==> config.mk <==
export PLATFORM = sky130hd
export DESIGN_NAME = mil_top
export DESIGN_NICKNAME = d
export VERILOG_FILES = /design/src/mil_pkg.sv /design/src/mil_top.sv
export SDC_FILE = /design/constraint.sdc
export NUM_CORES = 1
export LEC_CHECK = 0
export BUFFER_PORTS_ARGS = -buffer_cell sky130_fd_sc_hd__buf_2
export CAP_MARGIN = 25
export CORE_ASPECT_RATIO = 0.75
export CORE_MARGIN = 2
export CORE_UTILIZATION = 30
export DETAILED_ROUTE_END_ITERATION = 16
export GPL_TIMING_DRIVEN = 0
export PLACE_DENSITY_LB_ADDON = 0.1
export REMOVE_ABC_BUFFERS = 1
export SETUP_SLACK_MARGIN = 0.5
export SYNTH_ARGS = -nofsm -noshare
export SYNTH_HDL_FRONTEND = slang
export SYNTH_SLANG_ARGS = --single-unit
==> constraint.sdc <==
create_clock -name ref_clk -period 4.1 [get_ports ref_clk]
set_input_delay 0.82 -clock ref_clk [delete_from_list [all_inputs] [get_ports ref_clk]]
set_output_delay 0.82 -clock ref_clk [all_outputs]
set_load 0.01 [all_outputs]
==> src/mil_pkg.sv <==
// Purpose: Shared constants and types of the microcontroller interrupt logic.
// Assumes: Register indices are kept as printed; the APB byte address is four times the index.
// Notes: Field positions follow the interrupt control register layout.
`default_nettype none
package mil_pkg;

  // ----------------------------------------------------------------
  // Register map
  // ----------------------------------------------------------------
  localparam int ADDR_W = 12;
  localparam logic [7:0] IDX_INT_CTRL = 8'h0b;
  localparam logic [7:0] IDX_PERIPH_FLAGS = 8'h0c;
  localparam logic [7:0] IDX_OPTION = 8'h81;
  localparam logic [7:0] IDX_PERIPH_EN = 8'h8c;

  // Byte address of a register on the APB side.
  function automatic logic [ADDR_W-1:0] byte_addr(input logic [7:0] idx);
    return {2'h0, idx, 2'h0};
  endfunction

  // ----------------------------------------------------------------
  // Field positions
  // ----------------------------------------------------------------
  localparam int GIE_BIT = 7;
  localparam int PERIPHERAL_GROUP_ENABLE_BIT = 6;
  localparam int TMR_EN_BIT = 5;
  localparam int EXT_EN_BIT = 4;
  localparam int PORT_EN_BIT = 3;
  localparam int TMR_FLAG_BIT = 2;
  localparam int EXT_FLAG_BIT = 1;
  localparam int PORT_FLAG_BIT = 0;
  localparam int CMP_BIT = 6;
  localparam int EDGE_SEL_BIT = 6;

  // ----------------------------------------------------------------
  // Reset values and masks
  // ----------------------------------------------------------------
  localparam logic [7:0] RST_INT_CTRL = 8'h00;
  localparam logic [7:0] RST_OPTION = 8'hff;
  localparam logic [7:0] RST_PERIPH = 8'h00;
  localparam logic [7:0] PERIPH_MASK = 8'h40;
  localparam int NUM_SOURCES = 4;

  // ----------------------------------------------------------------
  // Program counter
  // ----------------------------------------------------------------
  localparam int PC_W = 13;
  localparam logic [PC_W-1:0] VECTOR_ADDR = 13'h0004;
  localparam logic [PC_W-1:0] PC_RESET = 13'h0000;

  // ----------------------------------------------------------------
  // Types
  // ----------------------------------------------------------------
  typedef enum logic [1:0] {
    PH_Q1 = 2'b00,
    PH_Q2 = 2'b01,
    PH_Q3 = 2'b11,
    PH_Q4 = 2'b10
  } mil_phase_t;

  typedef enum logic [1:0] {
    SQ_IDLE = 2'b00,
    SQ_SYNC = 2'b01,
    SQ_PUSH = 2'b11,
    SQ_VECT = 2'b10
  } mil_seq_t;

endpackage
`default_nettype wire

==> src/mil_top.sv <==
// Purpose: Interrupt flags, enables, vectoring and wake-up for a small 8-bit core.
// Assumes: 10 MHz ref_clk; one Q phase per Q_CLKS clocks; core signals on the same clock.
// Notes: Registers are reached over APB with zero wait states.
//
// How it works
// - Four sources: external edge pin, timer overflow, port change, comparator.
// - Global enable bit 7 passes unmasked requests when set, blocks all when clear.
// - Every reset clears the global enable.
// - Return-from-interrupt instruction sets the global enable again.
// - Taking a request clears global enable, pushes return address, vectors to 0004h.
// - Source flags set on their event regardless of any enable bit.
// - Clearing global enable ignores next-cycle requests and inserts a no-operation.
// - Latency three cycles synchronous, three or four asynchronous, instruction length irrelevant.
// - Edge select bit 6 of option register picks rising or falling pin edge.
// - Valid pin edge sets control bit 1; enable bit 4 gates it.
// - Pin request wakes from sleep if enabled; global enable decides vectoring.
// - Timer rollover sets control bit 2; enable bit 5 gates it.
// - Upper port pin change sets control bit 0, gated by enable bit 3.
// - A change coinciding with a port read at Q2 may be missed.
// - Comparator flag and enable in bit 6 of peripheral registers, gated by group enable; cpu_wake ignores the group enable.
// - Pin flag may be set only during Q4 through Q1 phases.
// - Only the return address is saved on entry.
// - Any individually enabled request wakes from sleep whatever the global enable.
//
// The APB interface to the registers was left to the implementer.
`timescale 1ns/10ps
`default_nettype none

module mil_top #(
  parameter int Q_CLKS = 1
) (
  input wire logic ref_clk, // System clock, 10 MHz.
  input wire logic rst, // Synchronous reset, active high.
  input wire logic psel, // APB select.
  input wire logic penable, // APB access phase.
  input wire logic pwrite, // APB direction, high for write.
  input wire logic [mil_pkg::ADDR_W-1:0] paddr, // APB byte address.
  input wire logic [31:0] pwdata, // APB write data.
  output logic [31:0] prdata, // APB read data.
  output logic pready, // APB ready.
  output logic pslverr, // APB error for unmapped address.
  input wire logic ext_irq_pin, // External interrupt pin, asynchronous.
  input wire logic [3:0] port_b_pins, // Upper four port pins, asynchronous.
  input wire logic port_read, // Core reads the port, one-cycle pulse.
  input wire logic timer_overflow, // Timer register rolled over, one-cycle pulse.
  input wire logic comparator_event, // Comparator output changed, one-cycle pulse.
  input wire logic return_from_irq_instr, // Core executes return from interrupt, pulse.
  input wire logic sleep_active, // Core is asleep.
  input wire logic [mil_pkg::PC_W-1:0] core_pc, // Address of the next instruction.
  output logic [1:0] q_phase, // Current instruction-cycle phase.
  output logic cycle_start, // Pulse on the clock that begins Q1.
  output logic cpu_wake, // Level: wake the core from sleep.
  output logic irq_request, // Level: vectoring request before sequencing.
  output logic nop_insert, // Pulse: core executes a forced no-operation.
  output logic stack_push, // Pulse: push return address.
  output logic [mil_pkg::PC_W-1:0] stack_data, // Return address to push.
  output logic vector_load, // Pulse: load program counter with vector.
  output logic [mil_pkg::PC_W-1:0] vector_addr, // Vector address.
  output logic global_irq_enable // Level: current global enable.
);

  // ----------------------------------------------------------------
  // Parameter check
  // ----------------------------------------------------------------
  if (Q_CLKS < 1 || Q_CLKS > 255) begin : g_bad_q_clks
    $error("Q_CLKS must be between 1 and 255.");
  end

  // ----------------------------------------------------------------
  // Phase generator
  // ----------------------------------------------------------------
  logic [7:0] div_ff;
  logic q_tick;
  mil_pkg::mil_phase_t phase_ff;
  mil_pkg::mil_phase_t nxt_phase;
  logic q1_tick;
  logic q4q1_window;

  assign q_tick = (div_ff == 8'(Q_CLKS - 1));

  always_ff @(posedge ref_clk) begin
    if (rst || q_tick) begin
      div_ff <= 8'h00;
    end else begin
      div_ff <= div_ff + 8'h01;
    end
  end

  always_comb begin
    case (phase_ff)
      mil_pkg::PH_Q1: nxt_phase = mil_pkg::PH_Q2;
      mil_pkg::PH_Q2: nxt_phase = mil_pkg::PH_Q3;
      mil_pkg::PH_Q3: nxt_phase = mil_pkg::PH_Q4;
      default: nxt_phase = mil_pkg::PH_Q1;
    endcase
  end

  always_ff @(posedge ref_clk) begin
    if (rst) begin
      phase_ff <= mil_pkg::PH_Q1;
    end else if (q_tick) begin
      phase_ff <= nxt_phase;
    end
  end

  // The Q1 tick ends Q1 and starts the instruction cycle's decisions.
  assign q1_tick = q_tick && (phase_ff == mil_pkg::PH_Q1);
  assign q4q1_window = q_tick && (phase_ff == mil_pkg::PH_Q4 || phase_ff == mil_pkg::PH_Q1);
  assign q_phase = phase_ff;
  assign cycle_start = q_tick && (phase_ff == mil_pkg::PH_Q4);

  // ----------------------------------------------------------------
  // Pin synchronisers
  // ----------------------------------------------------------------
  logic [4:0] pin_meta_ff;
  logic [4:0] pin_sync_ff;
  logic ext_prev_ff;

  // The chain runs through reset, so a pin resting high gives no false edge on release.
  always_ff @(posedge ref_clk) begin
    pin_meta_ff <= {port_b_pins, ext_irq_pin};
    pin_sync_ff <= pin_meta_ff;
  end

  always_ff @(posedge ref_clk) begin
    ext_prev_ff <= pin_sync_ff[0];
  end

  // ----------------------------------------------------------------
  // Register storage
  // ----------------------------------------------------------------
  logic [7:0] int_ctrl_ff;
  logic [7:0] option_ff;
  logic periph_flag_ff;
  logic periph_en_ff;
  logic [3:0] port_latch_ff;
  logic ext_edge_ff;

  // Register decode, one-hot: control, peripheral flags, option, peripheral enables.
  function automatic logic [3:0] reg_sel(input logic [mil_pkg::ADDR_W-1:0] addr);
    if (addr == mil_pkg::byte_addr(mil_pkg::IDX_INT_CTRL)) begin
      return 4'h1;
    end else if (addr == mil_pkg::byte_addr(mil_pkg::IDX_PERIPH_FLAGS)) begin
      return 4'h2;
    end else if (addr == mil_pkg::byte_addr(mil_pkg::IDX_OPTION)) begin
      return 4'h4;
    end else if (addr == mil_pkg::byte_addr(mil_pkg::IDX_PERIPH_EN)) begin
      return 4'h8;
    end else begin
      return 4'h0;
    end
  endfunction

  logic wr_en;
  logic [3:0] wr_sel;
  logic [3:0] rd_sel;
  logic [7:0] wdata;

  assign wr_en = psel && penable && pwrite;
  assign wr_sel = wr_en ? reg_sel(paddr) : 4'h0;
  assign rd_sel = reg_sel(paddr);
  assign wdata = pwdata[7:0];

  // ----------------------------------------------------------------
  // Event detection
  // ----------------------------------------------------------------
  logic edge_seen;
  logic port_mismatch;
  logic sec_tmr;
  logic sec_ext;
  logic sec_port;

  assign edge_seen = option_ff[mil_pkg::EDGE_SEL_BIT] ?
                     (pin_sync_ff[0] && !ext_prev_ff) : (!pin_sync_ff[0] && ext_prev_ff);

  // A pin edge waits here until the Q4-Q1 window lets it into the flag.
  always_ff @(posedge ref_clk) begin
    if (rst) begin
      ext_edge_ff <= 1'b0;
    end else if (edge_seen) begin
      ext_edge_ff <= 1'b1;
    end else if (q4q1_window) begin
      ext_edge_ff <= 1'b0;
    end
  end

  always_ff @(posedge ref_clk) begin
    if (rst) begin
      // Reset takes the present pins, so a port resting high raises no flag.
      port_latch_ff <= pin_sync_ff[4:1];
    end else if (port_read && phase_ff == mil_pkg::PH_Q2) begin
      port_latch_ff <= pin_sync_ff[4:1];
    end
  end

  assign port_mismatch = (pin_sync_ff[4:1] != port_latch_ff) &&
                         !(port_read && phase_ff == mil_pkg::PH_Q2);

  assign sec_tmr = timer_overflow;
  assign sec_ext = ext_edge_ff && q4q1_window;
  assign sec_port = port_mismatch;

  // ----------------------------------------------------------------
  // Sequencer signals
  // ----------------------------------------------------------------
  mil_pkg::mil_seq_t seq_ff;
  mil_pkg::mil_seq_t nxt_seq;
  logic hold_ff;
  logic take_clear;
  logic sw_gie_clear;

  assign take_clear = q1_tick && (seq_ff == mil_pkg::SQ_SYNC) && int_ctrl_ff[mil_pkg::GIE_BIT];
  assign sw_gie_clear = wr_sel[0] && !wdata[mil_pkg::GIE_BIT] &&
                        int_ctrl_ff[mil_pkg::GIE_BIT];

  // ----------------------------------------------------------------
  // Interrupt control register
  // ----------------------------------------------------------------
  logic [7:0] nxt_int_ctrl;
  logic [2:0] flag_set;

  assign flag_set = {sec_tmr, sec_ext, sec_port};

  always_comb begin
    nxt_int_ctrl = int_ctrl_ff;
    if (wr_sel[0]) begin
      nxt_int_ctrl = wdata;
    end
    if (take_clear) begin
      nxt_int_ctrl[mil_pkg::GIE_BIT] = 1'b0;
    end
    if (return_from_irq_instr) begin
      nxt_int_ctrl[mil_pkg::GIE_BIT] = 1'b1;
    end
    nxt_int_ctrl[mil_pkg::TMR_FLAG_BIT:mil_pkg::PORT_FLAG_BIT] =
      nxt_int_ctrl[mil_pkg::TMR_FLAG_BIT:mil_pkg::PORT_FLAG_BIT] | flag_set;
  end

  always_ff @(posedge ref_clk) begin
    if (rst) begin
      int_ctrl_ff <= mil_pkg::RST_INT_CTRL;
    end else begin
      int_ctrl_ff <= nxt_int_ctrl;
    end
  end

  always_ff @(posedge ref_clk) begin
    if (rst) begin
      option_ff <= mil_pkg::RST_OPTION;
    end else if (wr_sel[2]) begin
      option_ff <= wdata;
    end
  end

  // comparator flag in peripheral bit 6
  always_ff @(posedge ref_clk) begin
    if (rst) begin
      periph_flag_ff <= 1'b0;
    end else if (comparator_event) begin
      periph_flag_ff <= 1'b1;
    end else if (wr_sel[1]) begin
      periph_flag_ff <= wdata[mil_pkg::CMP_BIT];
    end
  end

  always_ff @(posedge ref_clk) begin
    if (rst) begin
      periph_en_ff <= 1'b0;
    end else if (wr_sel[3]) begin
      periph_en_ff <= wdata[mil_pkg::CMP_BIT];
    end
  end

  // ----------------------------------------------------------------
  // Request combination
  // ----------------------------------------------------------------
  logic [mil_pkg::NUM_SOURCES-1:0] src_flag;
  logic [mil_pkg::NUM_SOURCES-1:0] src_en;
  logic [mil_pkg::NUM_SOURCES-1:0] src_req;
  logic any_enabled;
  logic group_req;

  assign src_flag = {periph_flag_ff, int_ctrl_ff[mil_pkg::TMR_FLAG_BIT],
                     int_ctrl_ff[mil_pkg::EXT_FLAG_BIT], int_ctrl_ff[mil_pkg::PORT_FLAG_BIT]};
  assign src_en = {periph_en_ff, int_ctrl_ff[mil_pkg::TMR_EN_BIT],
                   int_ctrl_ff[mil_pkg::EXT_EN_BIT], int_ctrl_ff[mil_pkg::PORT_EN_BIT]};

  for (genvar i = 0; i < mil_pkg::NUM_SOURCES; i++) begin : g_src
    assign src_req[i] = src_flag[i] && src_en[i];
  end

  assign any_enabled = |src_req;
  assign group_req = (|src_req[2:0]) ||
                     (src_req[3] && int_ctrl_ff[mil_pkg::PERIPHERAL_GROUP_ENABLE_BIT]);
  assign irq_request = group_req && int_ctrl_ff[mil_pkg::GIE_BIT];
  // any enabled source flag wakes the core
  assign cpu_wake = sleep_active && any_enabled;
  assign global_irq_enable = int_ctrl_ff[mil_pkg::GIE_BIT];

  // ----------------------------------------------------------------
  // No-operation slot after a software clear
  // ----------------------------------------------------------------
  // hold until the next Q1 tick
  always_ff @(posedge ref_clk) begin
    if (rst) begin
      hold_ff <= 1'b0;
    end else if (sw_gie_clear) begin
      hold_ff <= 1'b1;
    end else if (q1_tick) begin
      hold_ff <= 1'b0;
    end
  end

  assign nop_insert = hold_ff && q1_tick;

  // ----------------------------------------------------------------
  // Entry sequencer
  // ----------------------------------------------------------------
  // three-cycle path; SQ_SYNC returns to SQ_IDLE if global enable is clear or hold_ff is set
  always_comb begin
    nxt_seq = seq_ff;
    case (seq_ff)
      mil_pkg::SQ_IDLE: begin
        if (irq_request && !hold_ff && !sleep_active) begin
          nxt_seq = mil_pkg::SQ_SYNC;
        end
      end
      mil_pkg::SQ_SYNC: begin
        if (int_ctrl_ff[mil_pkg::GIE_BIT] && !hold_ff) begin
          nxt_seq = mil_pkg::SQ_PUSH;
        end else begin
          nxt_seq = mil_pkg::SQ_IDLE;
        end
      end
      mil_pkg::SQ_PUSH: nxt_seq = mil_pkg::SQ_VECT;
      default: nxt_seq = mil_pkg::SQ_IDLE;
    endcase
  end

  always_ff @(posedge ref_clk) begin
    if (rst) begin
      seq_ff <= mil_pkg::SQ_IDLE;
    end else if (q1_tick) begin
      seq_ff <= nxt_seq;
    end
  end

  always_ff @(posedge ref_clk) begin
    if (rst) begin
      stack_push <= 1'b0;
      stack_data <= mil_pkg::PC_RESET;
    end else begin
      stack_push <= take_clear;
      if (take_clear) begin
        stack_data <= core_pc;
      end
    end
  end

  always_ff @(posedge ref_clk) begin
    if (rst) begin
      vector_load <= 1'b0;
      vector_addr <= mil_pkg::PC_RESET;
    end else begin
      vector_load <= q1_tick && (seq_ff == mil_pkg::SQ_PUSH);
      vector_addr <= mil_pkg::VECTOR_ADDR;
    end
  end

  // ----------------------------------------------------------------
  // APB read path
  // ----------------------------------------------------------------
  logic [7:0] rd_byte;

  always_comb begin
    case (rd_sel)
      4'h1: rd_byte = int_ctrl_ff;
      4'h2: rd_byte = periph_flag_ff ? mil_pkg::PERIPH_MASK : 8'h00;
      4'h4: rd_byte = option_ff;
      4'h8: rd_byte = periph_en_ff ? mil_pkg::PERIPH_MASK : 8'h00;
      default: rd_byte = 8'h00;
    endcase
  end

  // Read data and error are captured in the setup cycle for a zero-wait access.
  always_ff @(posedge ref_clk) begin
    if (rst) begin
      prdata <= 32'h0000_0000;
      pslverr <= 1'b0;
    end else if (psel && !penable) begin
      prdata <= {24'h00_0000, pwrite ? 8'h00 : rd_byte};
      pslverr <= (rd_sel == 4'h0);
    end
  end

  assign pready = 1'b1;

endmodule

`default_nettype wire

==> summary.json <==
{
  "layout.cells.most_common_list": "sky130_fd_sc_hd__buf_2 (79), sky130_fd_sc_hd__dfxtp_1 (68), sky130_fd_sc_hd__conb_1 (37)",
  "cellPowerDensity_nw_per_um2": 424.3,
  "synth_top_area_cell": "sky130_fd_sc_hd__dfxtp_1",
  "tightest_pin_transition_ns": 0.7924,
  "drt_drc_violations_left": 0,
  "cts_tree": "done",
  "die_area_sq_um": 11290,
  "synth_seq_cells": 72,
  "synth_top_flop_cell": "sky130_fd_sc_hd__dfxtp_1",
  "die_x_um": 122.1,
  "seq_area_sq_um": 1481,
  "async_reset_ff_share_pct": 0,
  "fin_crit_ns": 2.949,
  "gr-total-overflow": 0,
  "grtUsageTotal_pct": 13.73,
  "post_route_cells_drive_above_1_share_pct": 24.22,
  "antenna_found_initial": 1,
  "flow.area_growth_from_synthesis_pct": 21.35,
  "post_drt_wl_per_cell_um": 13.01,
  "tritoncts.num_buffers": 9,
  "vias": 2415,
  "ys.warnings.count": 0,
  "timing.critical_path.arrival_ns": 2.13,
  "maxCapViolations": 0,
  "initial_utilization_pct": 30.71,
  "postRouteWirelength_um": 7195,
  "run_status": "completed",
  "crit_path_cell_trace": "inv_1 > ha_1 > or4b_4 > nor4_1 > and2_1 > buf_2",
  "nFillCells": 1073,
  "synth_edf_count": 4,
  "drt_pass1_iterations": 4,
  "synth.top_cell.area_share_pct": 43.42,
  "worst_ep_required_time_ns": 3.28,
  "netlist_instances": 336,
  "clock_latency_late_sink_ns": 0.33,
  "synth_area_sq_um": 3136,
  "finClkSkew_ns": 0.004620,
  "io-pin-count": 141,
  "layoutNonFillerInstCount": 553,
  "final_design_area_no_fill_sq_um": 3805,
  "worst-setup-path-type": "reg2out",
  "power_leakage_nw": 1.676,
  "detail-route-antenna-nets": 0,
  "port-buffer-count": 79,
  "slew_headroom_pct": 47.07,
  "hold_path.class": "reg2reg",
  "timing.final.hold_violations": 0,
  "period_utilization_pct": 71.93,
  "vdd_drop_max_mv": 0.1821,
  "totalNegativeSetupSlack_ns": 0,
  "total_power_mw": 1.614,
  "final_critical_path_setup_slack_ns": 1.151,
  "fp.coreArea_sq_um": 10210,
  "clock_tree.htree_level_count": 3,
  "timing.critical_path.slowest_stage_cell": "sky130_fd_sc_hd__or4b_4",
  "antennaDiodeCount": 0,
  "hpwlAfterDp_um": 5039,
  "rsz_0062_raised_after_global_routing": "false",
  "cts.sinks": 72,
  "maxSlewViolCount": 0,
  "drt_first_iter_violations": 113,
  "cts-hold-fix-buffers": 0,
  "nNetsFinal": 486,
  "first_pass_grt_wire_length_um": 11740,
  "clk_transition_reported_paths_ns": 0.05,
  "multi_input_comb_area_sq_um": 1390,
  "layout.cells.most_common": "sky130_fd_sc_hd__buf_2",
  "cts.repair.resized": 0,
  "critPathCaptureType": "output port",
  "cp_slowest_stage_delay_ns": 0.52,
  "start_kind": "register",
  "postSynthAreaPerCell_sq_um": 9.332,
  "chipHeight_um": 92.54,
  "clock_path_buffers": 2,
  "vias_in_the_first_global_route": 2319,
  "cts_root_buf": "sky130_fd_sc_hd__clkbuf_16",
  "synth_top_cells_by_area": "sky130_fd_sc_hd__dfxtp_1 (43%), sky130_fd_sc_hd__buf_4 (8.9%), sky130_fd_sc_hd__mux2i_1 (5.4%)",
  "placed_cell_area_sq_um": 3505,
  "grt_max_degree": 33,
  "dp_cells": 537,
  "fp-row-count": 32,
  "yosys.cell_types.count": 51,
  "gp_congestion": 0.7607,
  "highest_fanout_seen_on_the_critical_path": 7,
  "max_freq_ghz": 0.3391,
  "seq_area_frac_synth_pct": 47.25,
  "place_worst_setup_slack_ns": 1.066,
  "post-cts-setup-buffer-count": 0,
  "via_per_inst": 4.367,
  "final-setup-viol-count": 0
}
-- power breakdown --
part / total, mW / internal, mW / switching [mW]
clock network: 0.780 / 0.502 / 0.278
registers: 0.737 / 0.725 / 0.0127
logic: 0.0970 / 0.0370 / 0.0600
total: 1.61 / 1.26 / 0.351
-- registers in the layout (all words and copies together) (netlist names), 4 cells and up --
| register | cells |
|---|---|
| div_ff | 8 |
| pin_meta_ff | 5 |
| option_ff | 8 |
| prdata | 8 |
| int_ctrl_ff | 8 |
| stack_data | 13 |
| port_latch_ff | 4 |
| pin_sync_ff | 5 |
-- kinds of logic after synthesis --
kind of cell               count (synthesis)  synth area share, %
DFF                                       72                47.25
AOI/OAI and AO/OA                         53                10.77
buffers and inverters                     64                12.61
other                                      2               0.2395
xor gates and xnor gates                  10                2.793
and+or+nand+nor                          115                19.75
muxes                                     18                5.786
adders and majority gates                  2               0.7980
-- path summary, 6_finish.rpt --
path	from	endpoint	slack, ns	cells after the start
worst min register to register	pin_meta_ff[4]	pin_sync_ff[4]	0.32	0
worst max-delay path	div_ff[0]	nop_insert	1.15	6
worst max register to register	div_ff[0]	stack_data[0]	1.82	7
worst min-delay path	pin_meta_ff[4]	pin_sync_ff[4]	0.32	0
-- routing by layer --
layer	track usage (%)	share of wire [%]	vias up
met5	0	0	-
met3	6.650	8.6	9
met2	19.51	41	78
met4	5.172	1.6	0
met1	17.87	48	1089
li1	-	-	1239
-- metrics by stage --
| step | util [%] | hold WS, ns |
|---|---|---|
| final | 37.27 | 0.3247 |
| after global routing | 37.27 | 0.3368 |
| after CTS | 37.27 | 0.3253 |
| after detailed placement | 34.33 | 0.3121 |
| after global placement | 34.18 | 0.3124 |
| after floorplan | - | 0.3096 |
-- cells in the mapped netlist (all sizes together), types with 4 or more instances --
| cell | count |
|---|---|
| a21oi | 11 |
| a31oi | 6 |
| and2 | 4 |
| buf | 40 |
| clkbuf | 10 |
| dfxtp | 68 |
| edfxtp | 4 |
| inv | 14 |
| mux2i | 17 |
| nand2 | 24 |
| nand3 | 19 |
| nand4 | 4 |
| nor2 | 30 |
| nor3 | 6 |
| nor4 | 4 |
| o211ai | 8 |
| o21ai | 13 |
| xor2 | 9 |
-- cell type report --
class / count / area share, %
inverter: 14 / 1.381
multi-input combinational: 235 / 36.53
clock buffer: 13 / 6.840
clock inverter: 3 / 1.052
sequential: 72 / 38.93
timing repair buffer: 80 / 10.79
tap: 136 / 4.472
-- critical path: cells and delay by family, from the launching register on --
kind	cells	cell delay, ns
adders and majority gates	1	0.14
buffers and inverters	2	0.21
DFF	1	0.35
and+or+nand+nor	3	1.10
No activity file was read; power rests on OpenSTA's default activity.
